**src/rtl/rstc_regs.vh**
```
`ifndef RSTC_REGS_VH
`define RSTC_REGS_VH

// ----------------------------------------------------------------------
// Register indices (byte address is four times the index)
// ----------------------------------------------------------------------
`define RSTC_CAUSE_IDX       8'hEF
`define RSTC_WDCTL_IDX       8'hF0
`define RSTC_SUPPLY_IDX      8'hF1
`define RSTC_CAUSE_ADDR      12'h3BC
`define RSTC_WDCTL_ADDR      12'h3C0
`define RSTC_SUPPLY_ADDR     12'h3C4

// ----------------------------------------------------------------------
// Cause register fields
// ----------------------------------------------------------------------
`define RSTC_B_PIN           0
`define RSTC_B_POR           1
`define RSTC_B_CLKLOSS       2
`define RSTC_B_WDOG          3
`define RSTC_B_SOFT          4
`define RSTC_B_CMP           5
`define RSTC_B_FLASH         6
`define RSTC_B_USB           7
`define RSTC_CAUSE_RESET     8'h02

// ----------------------------------------------------------------------
// Watchdog control and supply monitor fields
// ----------------------------------------------------------------------
`define RSTC_B_WD_EN         0
`define RSTC_B_WD_KICK       1
`define RSTC_WDCTL_RESET     8'h01
`define RSTC_B_SUP_EN        0
`define RSTC_SUPPLY_RESET    8'h01

// ----------------------------------------------------------------------
// Timing
// ----------------------------------------------------------------------
`define RSTC_CLK_PERIOD_PS   5000
`define RSTC_CLKLOSS_TIME_NS 100000
`define RSTC_HOLD_TIME_NS    5000
`define RSTC_CLKLOSS_CYCLES  ((`RSTC_CLKLOSS_TIME_NS * 1000) / `RSTC_CLK_PERIOD_PS)
`define RSTC_HOLD_CYCLES     ((`RSTC_HOLD_TIME_NS * 1000 + `RSTC_CLK_PERIOD_PS - 1) / `RSTC_CLK_PERIOD_PS)
`define RSTC_WDOG_PRESCALE   12
`define RSTC_WDOG_LIMIT      256
`define RSTC_FLASH_TOP       16'h3DFF

`endif

```
**src/rtl/rstc_controller.v**
```verilog
// The APB register port was left to the implementer.
`timescale 1ns/1ps
`default_nettype none
`include "rstc_regs.vh"

module rstc_controller #(
    parameter CLKLOSS_CYCLES = `RSTC_CLKLOSS_CYCLES,
    parameter HOLD_CYCLES    = `RSTC_HOLD_CYCLES,
    parameter WDOG_LIMIT     = `RSTC_WDOG_LIMIT
) (
    // Clock, reset, clock enable
    input  wire        pclk,
    input  wire        presetn,
    input  wire        ce,
    // APB slave
    input  wire        psel,
    input  wire        penable,
    input  wire        pwrite,
    input  wire [11:0] paddr,
    input  wire [31:0] pwdata,
    output reg  [31:0] prdata,
    output wire        pready,
    output wire        pslverr,
    // External reset pin and system reset out
    input  wire        ext_rst_n,
    output reg         sys_rst_n,
    // Clock-loss and comparator
    input  wire        system_clock,
    input  wire        comparator_out,
    // Flash access monitor
    input  wire        flash_write_enable,
    input  wire        xdata_wr_valid,
    input  wire        code_rd_valid,
    input  wire        fetch_valid,
    input  wire [15:0] access_addr,
    input  wire        security_violation,
    input  wire        flash_wr_erase_req,
    output wire        supply_monitor_en,
    // USB
    input  wire        usb_enabled,
    input  wire        usb_bus_reset,
    input  wire        vbus_level,
    input  wire        vbus_polarity_select,
    // Watchdog state
    output wire        watchdog_active
);

    // ------------------------------------------------------------------
    // Declarations
    // ------------------------------------------------------------------
    localparam ST_RUN   = 1'b0;
    localparam ST_RESET = 1'b1;

    // Sized compare values; the hold counter is 16 bits wide, so
    // HOLD_CYCLES above 65536 would wrap and shorten the reset.
    localparam [3:0]  DIV_LAST  = `RSTC_WDOG_PRESCALE - 1;
    localparam [15:0] HOLD_LAST = HOLD_CYCLES - 1;

    reg         state_q;
    reg  [15:0] hold_q;
    reg  [7:0]  flags_q;
    reg  [7:0]  cause_q;
    reg         en_clkloss_q;
    reg         en_cmp_q;
    reg         en_usb_q;
    reg         wd_en_q;
    reg         sup_en_q;
    reg         system_clock_q;
    reg  [3:0]  div_q;
    reg         soft_req;
    reg         wd_kick;
    reg  [7:0]  req;

    wire        wr_en;
    wire        rd_en;
    wire        system_clock_edge;
    wire        wd_tick;
    wire        clkloss_exp;
    wire        wdog_exp;
    wire        above_user;
    wire        flash_err;
    wire        usb_cond;

    // ------------------------------------------------------------------
    // Helpers
    // ------------------------------------------------------------------
    function mapped;
        input [11:0] a;
        begin
            mapped = (a == `RSTC_CAUSE_ADDR) || (a == `RSTC_WDCTL_ADDR) ||
                     (a == `RSTC_SUPPLY_ADDR);
        end
    endfunction

    function is_addr;
        input [11:0] a;
        input [11:0] target;
        begin
            is_addr = (a == target);
        end
    endfunction

    // ------------------------------------------------------------------
    // APB slave
    // ------------------------------------------------------------------
    // Zero wait state; a frozen clock enable stretches the access
    assign pready  = ce;
    assign pslverr = psel && penable && !mapped(paddr);
    assign wr_en   = psel && penable && pwrite && ce && mapped(paddr) &&
                     (state_q == ST_RUN);
    assign rd_en   = psel && !penable && !pwrite;

    always @(posedge pclk or negedge presetn)
    begin
        if (!presetn)
            prdata <= 32'h00000000;
        else if (ce && rd_en)
        begin
            if (is_addr(paddr, `RSTC_CAUSE_ADDR))
                prdata <= {24'h000000, flags_q};
            else if (is_addr(paddr, `RSTC_WDCTL_ADDR))
                prdata <= {30'h0, wdog_exp, wd_en_q};
            else if (is_addr(paddr, `RSTC_SUPPLY_ADDR))
                prdata <= {31'h0, sup_en_q};
            else
                prdata <= 32'h00000000;
        end
    end

    always @*
    begin
        soft_req = wr_en && is_addr(paddr, `RSTC_CAUSE_ADDR) &&
                   pwdata[`RSTC_B_SOFT];
        wd_kick  = wr_en && is_addr(paddr, `RSTC_WDCTL_ADDR) &&
                   pwdata[`RSTC_B_WD_KICK];
    end

    // ------------------------------------------------------------------
    // Enables (shared flag/enable positions)
    // ------------------------------------------------------------------
    // Any system reset drops the clock-loss, comparator and USB enables and sets the watchdog enable,
    // so a stale enable cannot trigger a second reset straight after release.
    always @(posedge pclk or negedge presetn)
    begin
        if (!presetn)
        begin
            en_clkloss_q <= 1'b0;
            en_cmp_q     <= 1'b0;
            en_usb_q     <= 1'b0;
            wd_en_q      <= 1'b1;
            sup_en_q     <= 1'b1;
        end
        else if (ce)
        begin
            if (state_q == ST_RESET)
            begin
                en_clkloss_q <= 1'b0;
                en_cmp_q     <= 1'b0;
                en_usb_q     <= 1'b0;
                wd_en_q      <= 1'b1;
            end
            else if (wr_en && is_addr(paddr, `RSTC_CAUSE_ADDR))
            begin
                en_clkloss_q <= pwdata[`RSTC_B_CLKLOSS];
                en_cmp_q     <= pwdata[`RSTC_B_CMP];
                en_usb_q     <= pwdata[`RSTC_B_USB];
            end
            else if (wr_en && is_addr(paddr, `RSTC_WDCTL_ADDR))
                wd_en_q <= pwdata[`RSTC_B_WD_EN];
            else if (wr_en && is_addr(paddr, `RSTC_SUPPLY_ADDR))
                sup_en_q <= pwdata[`RSTC_B_SUP_EN];
        end
    end

    assign supply_monitor_en = sup_en_q;

    // ------------------------------------------------------------------
    // System clock edge detect and watchdog prescaler
    // ------------------------------------------------------------------
    always @(posedge pclk or negedge presetn)
    begin
        if (!presetn)
        begin
            system_clock_q <= 1'b0;
            div_q    <= 4'h0;
        end
        else if (ce)
        begin
            system_clock_q <= system_clock;
            if (state_q == ST_RESET)
                div_q <= 4'h0;
            else if (system_clock_edge)
            begin
                if (div_q == DIV_LAST)
                    div_q <= 4'h0;
                else
                    div_q <= div_q + 4'h1;
            end
        end
    end

    assign system_clock_edge = system_clock && !system_clock_q;
    assign wd_tick     = system_clock_edge &&
                         (div_q == DIV_LAST);

    // ------------------------------------------------------------------
    // Timers
    // ------------------------------------------------------------------
    // Clock-loss one-shot: restarted by every system clock rising edge
    rstc_timer #(
        .WIDTH (16),
        .LIMIT (CLKLOSS_CYCLES)
    ) u_clkloss (
        .pclk      (pclk),
        .presetn   (presetn),
        .ce        (ce),
        .en        (en_clkloss_q && state_q == ST_RUN),
        .clear     (system_clock_edge),
        .tick      (1'b1),
        .expired_q (clkloss_exp)
    );

    rstc_timer #(
        .WIDTH (16),
        .LIMIT (WDOG_LIMIT)
    ) u_wdog (
        .pclk      (pclk),
        .presetn   (presetn),
        .ce        (ce),
        .en        (wd_en_q && state_q == ST_RUN),
        .clear     (wd_kick),
        .tick      (wd_tick),
        .expired_q (wdog_exp)
    );

    assign watchdog_active = wd_en_q;

    // ------------------------------------------------------------------
    // Reset requests
    // ------------------------------------------------------------------
    assign above_user = access_addr > `RSTC_FLASH_TOP;
    assign flash_err  =
        (above_user && ((xdata_wr_valid && flash_write_enable) ||
                        code_rd_valid || fetch_valid)) ||
        security_violation ||
        (flash_wr_erase_req && !sup_en_q);
    assign usb_cond   = (usb_bus_reset && usb_enabled) ||
                        (vbus_level == vbus_polarity_select);

    always @*
    begin
        req = 8'h00;
        req[`RSTC_B_PIN]     = !ext_rst_n;
        req[`RSTC_B_CLKLOSS] = clkloss_exp;
        req[`RSTC_B_WDOG]    = wdog_exp;
        req[`RSTC_B_SOFT]    = soft_req;
        req[`RSTC_B_CMP]     = en_cmp_q && !comparator_out;
        req[`RSTC_B_FLASH]   = flash_err;
        req[`RSTC_B_USB]     = en_usb_q && usb_cond;
    end

    // ------------------------------------------------------------------
    // Sequencer
    // ------------------------------------------------------------------
    // The pin outranks internal sources so a pin held when a reset starts is always named.
    // The pin is input only here: nothing drives it back out.
    always @(posedge pclk or negedge presetn)
    begin
        if (!presetn)
        begin
            state_q   <= ST_RUN;
            hold_q    <= 16'h0000;
            cause_q   <= 8'h00;
            flags_q   <= `RSTC_CAUSE_RESET;
            sys_rst_n <= 1'b0;
        end
        else if (ce)
        begin
            case (state_q)
                ST_RUN:
                begin
                    sys_rst_n <= 1'b1;
                    hold_q    <= 16'h0000;
                    if (req != 8'h00)
                    begin
                        state_q   <= ST_RESET;
                        sys_rst_n <= 1'b0;
                        if (req[`RSTC_B_PIN])
                            cause_q <= 8'h01 << `RSTC_B_PIN;
                        else
                            cause_q <= req & ~(req - 8'h01);
                    end
                end
                ST_RESET:
                begin
                    sys_rst_n <= 1'b0;
                    if (!ext_rst_n)
                        hold_q <= 16'h0000;
                    else if (hold_q < HOLD_LAST)
                        hold_q <= hold_q + 16'h0001;
                    else
                    begin
                        state_q   <= ST_RUN;
                        sys_rst_n <= 1'b1;
                        flags_q   <= cause_q;
                    end
                end
                default:
                begin
                    state_q   <= ST_RUN;
                    sys_rst_n <= 1'b1;
                end
            endcase
        end
    end

endmodule // rstc_controller

`default_nettype wire

```
**src/rtl/rstc_timer.v**
```verilog
`timescale 1ns/1ps
`default_nettype none

// Saturating timeout counter: counts ticks while enabled, clear restarts
module rstc_timer #(
    parameter WIDTH = 16,
    parameter LIMIT = 256
) (
    // Clock and reset
    input  wire             pclk,
    input  wire             presetn,
    input  wire             ce,
    // Control
    input  wire             en,
    input  wire             clear,
    input  wire             tick,
    // Status
    output reg              expired_q
);

    reg  [WIDTH-1:0] count_q;

    always @(posedge pclk or negedge presetn)
    begin
        if (!presetn)
        begin
            count_q   <= {WIDTH{1'b0}};
            expired_q <= 1'b0;
        end
        else if (ce)
        begin
            if (!en || clear)
            begin
                count_q   <= {WIDTH{1'b0}};
                expired_q <= 1'b0;
            end
            else if (tick && !expired_q)
            begin
                count_q   <= count_q + {{(WIDTH-1){1'b0}}, 1'b1};
                expired_q <= (count_q == LIMIT[WIDTH-1:0] - 1'b1);
            end
        end
    end

endmodule // rstc_timer

`default_nettype wire

```
**config.mk**
```make
export PLATFORM = sky130hd
export DESIGN_NAME = rstc_controller
export DESIGN_NICKNAME = d
export VERILOG_FILES = /design/src/rtl/rstc_controller.v /design/src/rtl/rstc_timer.v
export VERILOG_INCLUDE_DIRS = /design/src /design/src/rtl
export SDC_FILE = /design/constraint.sdc
export NUM_CORES = 1
export LEC_CHECK = 0
export BUFFER_PORTS_ARGS = -buffer_cell sky130_fd_sc_hd__buf_2
export CAP_MARGIN = 20
export CORE_MARGIN = 3
export CORE_UTILIZATION = 57
export CTS_CLUSTER_DIAMETER = 200
export DETAILED_ROUTE_END_ITERATION = 8
export PLACE_DENSITY = 0.87
export SYNTH_ARGS = -nofsm -noshare
export SYNTH_HDL_FRONTEND = slang
export SYNTH_SLANG_ARGS = --single-unit
```
**constraint.sdc**
```tcl
create_clock -name pclk -period 3.35 [get_ports pclk]
set_input_delay 0.5025 -clock pclk [delete_from_list [all_inputs] [get_ports pclk]]
set_output_delay 0.5025 -clock pclk [all_outputs]
set_load 0.02 [all_outputs]
```
Word-level counts from Yosys, hierarchy flattened
Cells that the tools add are included.

storage, ports and cells
  word-level logic and storage cells = 133
  input bits = 79
  register bits = 110
  output and inout bits = 37

operators by class
  equal/unequal tests = 10
  $lt $le $gt $ge = 2
  muxes and demuxes = 35
  reduce and logical (&&, ||, !) cells = 58
  $add $sub $neg = 5
  bitwise operators = 6

operator list
  cell                   count
  $mux 16                6
  $add 16x1->16 const B  3
  $eq 12x10->1 const B   3
  $pmux 16 s2            1
  $logic_and 1x1->1      25
  $mux 1                 20
  $eq 16x15->1 const B   1
  $eq 16x8->1 const B    1
  $gt 16x14->1 const B   1
  $lt 16x10->1 const B   1
  $mux 8                 2
  $mux 4                 3
  $logic_not 1->1        10
  $reduce_and 2->1       5
  $logic_or 1x1->1       9
  $and 8x8->8            1
  $not 8->8              1
  $reduce_bool 2->1      4
  $reduce_bool 8->1      1
  $sub 8x1->8 const B    1
  $reduce_and 3->1       2
  $reduce_and 5->1       1
  $add 4x1->4 const B    1
  $eq 4x4->1 const B     1
  7 further kinds        12

Depth between registers and ports, before layout
Gate-level depths: netlist of run 1.

  depth in word-level cells = 11
  depth in mapped cells = 7
  gate-level depth less buffers = 6

Modules after synthesis
From an unflattened synthesis of run 1, not the netlist that was laid out.

unflattened totals
  cells, all modules = 474
  area total of the unflattened synthesis = 4,618.2 µm²

modules (own cells, without submodules)
  module                  cells each  instances  area each (µm²)
  rstc_controller         274         1          2,726.4
  rstc_timer (u_clkloss)  101         1          948.4
  rstc_timer (u_wdog)     99          1          943.4

Worst setup path after synthesis of run 1
Ideal clock, no wire load.

  path kind = input port to output port
  start = in paddr[10]
  end = out pslverr
  stages = 3
  setup slack = 999 ps
  buffers on the path = 0
  arrival time = 1,848 ps
  cell sequence = or4b_1 > or4_4 > and3_1

between the ends
  cells in the longest elaborated chain, start to end = 5
  elaborated cells between the ends (all ways) = 7
  those cells by class = 3 x eq/ne; 4 x reduce/logical

ends and longest elaborated chain
  element              RTL line               source
  start, declared      rstc_controller.v:19   input wire [11:0] paddr,
  $eq 12x10->1         n/a
  $logic_or 1x1->1     rstc_controller.v:90   mapped = (a == `RSTC_CAUSE_ADDR) || (a == `RSTC_WDCTL_ADDR) ||
  $logic_or 1x1->1 *   rstc_controller.v:90
  $logic_not 1->1 *    rstc_controller.v:108  assign pslverr = psel && penable && !mapped(paddr);
  $logic_and 1x1->1 *  rstc_controller.v:108
  end, declared        rstc_controller.v:23   output wire pslverr,

Every way passes the cells marked *; elsewhere a longest branch is shown, timed or not.

Final worst setup path of run 1
Ends and elaborated chain as after synthesis.

==> run metrics, run 1 <==
status finished clean; gr usage total 0.230; kind of critical path input port to output port; syn_area_per_cell 9.68 µm²; Fill cells 563; share of cells above drive strength 1 0.189; cell mode on critical path buf_2; area grow syn2layout 12.9%; DR DRC count 0; Layout Nets roughly 600; post-route ant nets 0; post-CTS setup buffers 0; largest net degree at the start of global routing 86; post-CTS sizing 0; DIE HEIGHT between 90 and 100 µm; Synth Flop Type dfrtp_1; hpwl dp 6970 µm; peak supply drop 277 µV; chip width 94.1 µm; Internal 1.51 mW; hold depth 2; max-cap violations 0; vias per cell between 5 and 6; Worst Hold Class input port to flip-flop; via count 3692; clock power share 0.399; largest family of logic cells by synthesized area simple AND/OR/NAND/NOR gates; final WL 9970 µm; post-route cell area around 0.0050 mm²; slowest CP cell or4_4; top post-synthesis cells by area dfrtp_1 46%, buf_4 4.2%, nand2_1 3.5%; clock skew roughly 0.011 ns; starting density of the core 0.597; Antenna diodes 0; CTS root buffer clkbuf_8; setup slack at placement 0.730 ns; Synth Area in Compound Gates 0.137; Crit path required time 2.85 ns; Synth top area share 0.464; # H-tree levels 3; TritonCTS Buffers 9; Worst Path Arrival 2.14 ns; slew margin rel. 0.415; CP cell instances buf_2 -> or4b_1 -> or4_4 -> and3_1 -> buf_2; die area roughly 0.0089 mm²; I/O Buffers 56; Worst-Margin Slew 0.872 ns; RSZ-0062 raised after global routing no; count leader, synth dfrtp_1; Synth area leader dfrtp_1; setup violators final 0; Overflow after GRT 0; Sw Share 0.249; PwrDens 403 mW/mm²; Max Fanout on Critical Path 5; routed len/inst 16.0 µm; min setup slack post-route 0.712 ns; CTS tree built; switching pwr 0.502 mW; Netlist Area Pre-Place 0.00442 mm²; Post-synth ARST share 1.00; Worst-Skew Late Latency approximately 0.36 ns; final hold vios 0; number of synthesized flops with an enable pin 0; Detailed Routing Iterations Pass 1 4; Initial DRC Count 230; CP Launch Type input port; sum of buffers and inverters on the critical path 2; vias in the first global route 3534; clock sink count 85; post-synthesis mux area share 0.0297; Tcrit/Tclk final 0.787; Setup crit end kind output port; Seq/Total Area, Yosys 0.482; R2R depth 6; clock slew at reported path FFs 0.08 ns; crit-path max cell delay approximately 0.59 ns; Clock Tree Buf Depth 2; Synth Area in XOR/XNOR 0.0356; flops & latches, synth 85; Cells after Synth between 400 and 500; Post-Synth Simple-Gate Area 0.241; cell depth of the worst setup path 5; Final min period 2.64 ns; maximum clock frequency about 380 MHz; # IOs 116; Synthesis Warnings 0; Adder-Cell Fraction of Synth Area 0.0113; Placement Cell Area 0.00473 mm²; Slew Viols, Final 0; synth cell count leaders 82 x dfrtp_1, 41 x nand2_1, 34 x nor2_1; first-pass GRT wire length 16100 µm; Logic pwr share 0.079; Setup TNS Final 0 ns; leakage dissipation 2.34 nW; core area 0.00741 mm²; Seq pwr share 0.522; RePlAce Congestion roughly 0.91; antenna violations before repair 0; Distinct cells, synth 61; Rows 31; Crit path max-delay family simple AND/OR/NAND/NOR gates
-- sequential cells by signal (all words and copies together) (netlist names), 4 cells and up --
| signal | flops |
|---|---|
| hold_q | 16 |
| u_wdog.count_q | 16 |
| prdata | 8 |
| flags_q | 8 |
| cause_q | 7 |
| div_q | 4 |
| u_clkloss.count_q | 16 |
-- layout by cell type (no fill, tap or decap), types with 12 or more instances in the layout --
cell / instances
nor2_1: 34
dfrtp_1: 82
xor2_1: 13
conb_1: 24
nand2_1: 41
and3_1: 12
nand3_1: 29
nand4_1: 15
o21ai_0: 21
a21oi_1: 20
buf_2: 55
-- stage by stage --
step | util | power, mW | hold slack, ns | cells
after floorplan | - | 1.17 | 0.207 | 480
after global placement | 0.639 | 1.22 | 0.445 | 604
after detailed placement | 0.639 | 1.22 | 0.451 | 604
after CTS | 0.669 | 2.02 | 0.360 | 620
after global routing | 0.674 | 2.08 | 0.371 | 622
final | 0.674 | 2.01 | 0.390 | 622
-- worst register-to-register path: cells and delay by family (launching register included) --
family | cells | cell delay, ns
muxes | 1 | 0.38
and+or+nand+nor | 2 | 0.51
DFF | 1 | 0.41
AOI/OAI and AO/OA | 2 | 0.71
adders and majority gates | 1 | 0.24
-- final timing paths --
check,to,from,slack [ns]
max in group asynchronous,supply_monitor_en,presetn,2.25
worst min register to register,prdata[4],prdata[4],0.47
worst max-delay path,pslverr,paddr[10],0.71
min in group asynchronous,u_wdog.count_q[13],presetn,0.50
worst max register to register,flags_q[6],hold_q[0],1.01
worst min-delay path,en_clkloss_q,pwdata[2],0.39
-- power groups by stage --
stage / sequential (mW) / combinational (mW) / clock (mW)
after CTS: 1.05 / 0.153 / 0.814
final: 1.05 / 0.159 / 0.803
after detailed placement: 1.07 / 0.152 / 0
after global routing: 1.05 / 0.174 / 0.853
after global placement: 1.07 / 0.147 / 0
after floorplan: 1.07 / 0.101 / 0
-- area by class of cell --
cell class,instances,area [µm²],area share
inverter,10,37.5,0.00752
clock inverter,7,98.8,0.0198
timing repair buffer,66,380,0.0762
tap,99,124,0.0248
multi-input combinational,346,2100,0.420
sequential,85,2130,0.427
clock buffer,9,124,0.0248
-- cells by family (layout without fill, tap and decap cells) --
group	after synthesis	in the layout
AOI/OAI and AO/OA	89	89
xor gates and xnor gates	18	18
adders and majority gates	4	4
buffers and inverters	49	92
DFF	85	85
muxes	12	12
other	1	24
and+or+nand+nor	199	199
-- layer usage --
layer / vias up / GRT usage / part of all wire
li1: 1744 / - / -
met1: 1804 / 0.287 / 0.43
met2: 126 / 0.389 / 0.50
met3: 18 / 0.0577 / 0.053
met4: 0 / 0.0782 / 0.017
met5: - / 0 / 0
-- timing repair --
action                                  4_1_cts  5_1_grt
endpoints found under the hold margin         0        8
endpoints found under the setup margin        0        0
hold buffers                                  0        1
Power figures use the tool's default switching activity.
==> run 2: changes to the inputs <==
CORE_UTILIZATION = 53   (was 57)
PLACE_DENSITY = 0.82   (was 0.87)
clock period = 2.7 ns   (was 3.35 ns; I/O delays follow)
==> run metrics, run 2 (synthesized netlist as in run 1, its figures left out) <==
DIE HEIGHT 97.4 µm; RePlAce Congestion slightly below 0.9; Detailed Routing Iterations Pass 1 4; share of cells above drive strength 1 0.202; Final min period 2.42 ns; CTS tree built; first-pass GRT wire length 16500 µm; area grow syn2layout 13.2%; largest net degree at the start of global routing 53; maximum clock frequency roughly 410 MHz; clock sink count between 80 and 90; biggest regs hold_q x16, u_clkloss.count_q x16, u_wdog.count_q x16; DR DRC count 0; most frequent cells in the layout 82 x dfrtp_1, 55 x buf_2, 41 x nand2_1; Layout Nets 608; kind of critical path input port to output port; peak supply drop 244 µV; Setup crit end kind output port; Antenna diodes 0; antenna violations before repair 0; post-route cell area 0.00501 mm²; vias in the first global route approximately 3700; most common cell after layout, fill and taps aside dfrtp_1; cell mode on critical path buf_2; # IOs 116; Fill cells between 600 and 700; clock slew at reported path FFs about 0.1 ns; status finished clean; post-CTS sizing 0; Total Power about 2.4 mW; Max Fanout on Critical Path 5; starting density of the core 0.558; Placement Cell Area 0.00482 mm²; Initial DRC Count 127; Clock Tree Buf Depth 2; via count 3652; clock skew between 0.01 and 0.015 ns; final cell count without fillers 632; I/O Buffers 56; Rows 32; Slew Viols, Final 0; area of the multi-input gates 0.00210 mm²; setup violators final 0; post-route ant nets 0; gr usage total 0.211; RSZ-0062 raised after global routing no; Hold-fix buffers, CTS 0; Setup TNS Final 0 ns; CP Launch Type input port; TritonCTS Buffers 9; WHS 0.0574 ns; # H-tree levels 3; sum of buffers and inverters on the critical path 2; register area 0.00213 mm²; post-CTS setup buffers 0; final WL about 10000 µm; Worst-Skew Late Latency 0.37 ns; die area 0.00948 mm²; max-cap violations 0; vias per cell 5.78; hpwl dp 7190 µm; Worst-Margin Slew 0.677 ns; leakage dissipation 2.36 nW; PwrDens 475 mW/mm²; slew margin rel. 0.549; crit-path max cell delay between 0.5 and 0.6 ns; placed cell count 616; chip width between 90 and 100 µm; core area 0.00793 mm²; Tcrit/Tclk final 0.895; Crit path required time 2.30 ns; final hold vios 0; Worst Path Arrival 2.01 ns; CP cell instances buf_2 -> or4b_1 -> or4_4 -> and3_1 -> buf_2; Worst Hold Class input port to asynchronous set/reset pin; Crit path max-delay family simple AND/OR/NAND/NOR gates; routed len/inst 15.4 µm; Overflow after GRT 0; slowest CP cell or4_4; CTS root buffer clkbuf_8
run 2: power by group:
group          internal [mW]  switching [mW]  leakage, nW
logic                 0.0628           0.133         1.11
clock network          0.357           0.524       0.0907
registers               1.29          0.0141         1.16
run 2: final cells by class:
type | instances | area share
clock buffer | 9 | 0.0247
clock inverter | 7 | 0.0127
inverter | 10 | 0.00750
multi-input combinational | 346 | 0.419
sequential | 85 | 0.426
tap | 102 | 0.0255
timing repair buffer | 73 | 0.0845
run 2: through the flow:
| stage | util | setup WS, ns |
|---|---|---|
| 2_1_floorplan | - | 0.539 |
| 3_3_place_gp | 0.608 | 0.309 |
| 3_5_place_dp | 0.608 | 0.291 |
| 4_1_cts | 0.631 | 0.287 |
| 5_1_grt | 0.631 | 0.258 |
| 6_report | 0.631 | 0.282 |
run 2: path summary, 6_finish.rpt:
| kind | from | to | slack (ns) | cells past startpoint |
|---|---|---|---|---|
| max | paddr[10] | pslverr | 0.28 | 5 |
| min | presetn | prdata[5] | 0.06 | 1 |
| max reg2reg | div_q[0] | u_wdog.count_q[15] | 0.42 | 6 |
| min reg2reg | prdata[7] | prdata[7] | 0.47 | 2 |
| max in group asynchronous | presetn | flags_q[1] | 1.94 | 2 |
| min in group pclk | pwdata[7] | en_usb_q | 0.26 | 2 |
run 2: routing by layer:
layer | up-vias | share of wire | global-route usage
met3 | 15 | 0.052 | 0.0452
li1 | 1769 | - | -
met4 | 0 | 0.019 | 0.0937
met1 | 1764 | 0.44 | 0.275
met2 | 104 | 0.49 | 0.339
met5 | - | 0 | 0
==> run 3: changes to the inputs <==
REMOVE_ABC_BUFFERS = 1   (was unset)
==> run metrics, run 3 (synthesized netlist as in run 1, its figures left out) <==
status finished clean; CTS root buffer clkbuf_8; RSZ-0062 raised after global routing no; RR Startpoint system_clock_q; Sw Share 0.283; gr usage total 0.218; Internal 1.71 mW; met3 wire len between 700 and 800 µm; via count 3733; setup violators final 0; vias per cell 5.96; final WL 10200 µm; TritonCTS Buffers 9; Crit path required time 2.30 ns; area grow syn2layout 12.4%; clock skew 0.0205 ns; Hold-fix buffers, CTS 0; R2R depth 5; Worst-Margin Slew 0.693 ns; vias in the first global route 3648; met2 WL between 4000 and 5000 µm; # IOs 116; Clock Tree Buf Depth 2; DR DRC count 0; leakage dissipation 2.35 nW; DIE HEIGHT 97.4 µm; max-cap violations 0; Logic pwr share 0.082; share of cells above drive strength 1 0.193; CP startpoint paddr[10]; Antenna diodes 0; Total Power 2.39 mW; clock power share 0.373; Seq pwr share 0.545; Worst-Skew Late Latency 0.37 ns; PwrDens slightly below 500 mW/mm²; largest net degree at the start of global routing 56; WL met1 4360 µm; Initial DRC Count around 170; chip width 97.4 µm; hpwl dp about 7300 µm; most frequent cells in the layout 82 x dfrtp_1, 55 x buf_2, 41 x nand2_1; Final min period 2.40 ns; peak supply drop 353 µV; maximum clock frequency roughly 420 MHz; CTS tree built; biggest regs hold_q x16, u_clkloss.count_q x16, u_wdog.count_q x16; Rows 32; FF-to-FF End u_wdog.count_q[15]; Slew Viols, Final 0; slew margin rel. 0.538; setup slack at placement 0.166 ns; Detailed Routing Iterations Pass 1 5; first-pass GRT wire length ~17000 µm; Setup TNS Final 0 ns; most common cell after layout, fill and taps aside dfrtp_1; I/O Buffers 56; antenna violations before repair 0; # H-tree levels 3; Worst Setup EP pslverr; Layout Nets 602; kind of critical path input port to output port; post-CTS sizing 0; routed len/inst 16.2 µm; die area 0.00948 mm²; CP Launch Type input port; top layer in use met4; Setup crit end kind output port; post-CTS setup buffers 0; Worst Hold Class input port to asynchronous set/reset pin; core area slightly below 0.008 mm²; starting density of the core 0.558; final hold vios 0; post-route ant nets 0; RePlAce Congestion 0.892; Max Fanout on Critical Path 5; clock slew at reported path FFs 0.11 ns; Reg2Reg Setup Slack 0.49 ns; clock sink count between 80 and 90; Tcrit/Tclk final 0.888; Overflow after GRT 0; switching pwr 0.676 mW; min setup slack post-route 0.302 ns; Worst Path Arrival 1.99 ns
[run 3: worst min-delay path by stage]
stage	to	depth (start not counted)	slack (ns)
after floorplan	cause_q[0]	0	0.11
after global placement	prdata[4]	2	0.44
after detailed placement	prdata[6]	2	0.45
after CTS	prdata[5]	1	0.1
after global routing	prdata[5]	1	0.10
final	prdata[3]	1	0.07
[run 3: layout make-up]
class / count / area, µm²
clock buffer: 9 / 124
clock inverter: 7 / 73.8
fill: 646 / 2960
inverter: 10 / 37.5
multi-input combinational: 346 / 2100
sequential: 85 / 2130
tap: 102 / 128
timing repair buffer: 67 / 378
[run 3: routing by layer]
layer  vias up  global-route usage
li1       1750                   -
met1      1809               0.287
met2       155               0.355
met3        19              0.0474
met4         0              0.0831
met5         -                   0
[run 3: power by group through the flow]
stage,clock (mW),combinational (mW),sequential [mW]
after floorplan,0,0.0893,1.33
after detailed placement,0,0.195,1.33
after global routing,0.960,0.217,1.31
after global placement,0,0.189,1.33
after CTS,0.902,0.196,1.30
final,0.891,0.196,1.30
[run 3: critical path, stage by stage]
cell,delay (ns)
buf_2,0.10
or4b_1,0.55
or4_4,0.58
and3_1,0.20
buf_2,0.15
[run 3: metrics by stage]
step	util	hold WS [ns]	instance area, µm²	std cells
4_1_cts	0.627	0.0968	4970	626
5_1_grt	0.627	0.102	4970	626
3_3_place_gp	0.602	0.445	4770	610
6_report	0.627	0.0711	4970	626
3_5_place_dp	0.602	0.453	4770	610
2_1_floorplan	-	0.109	4270	441
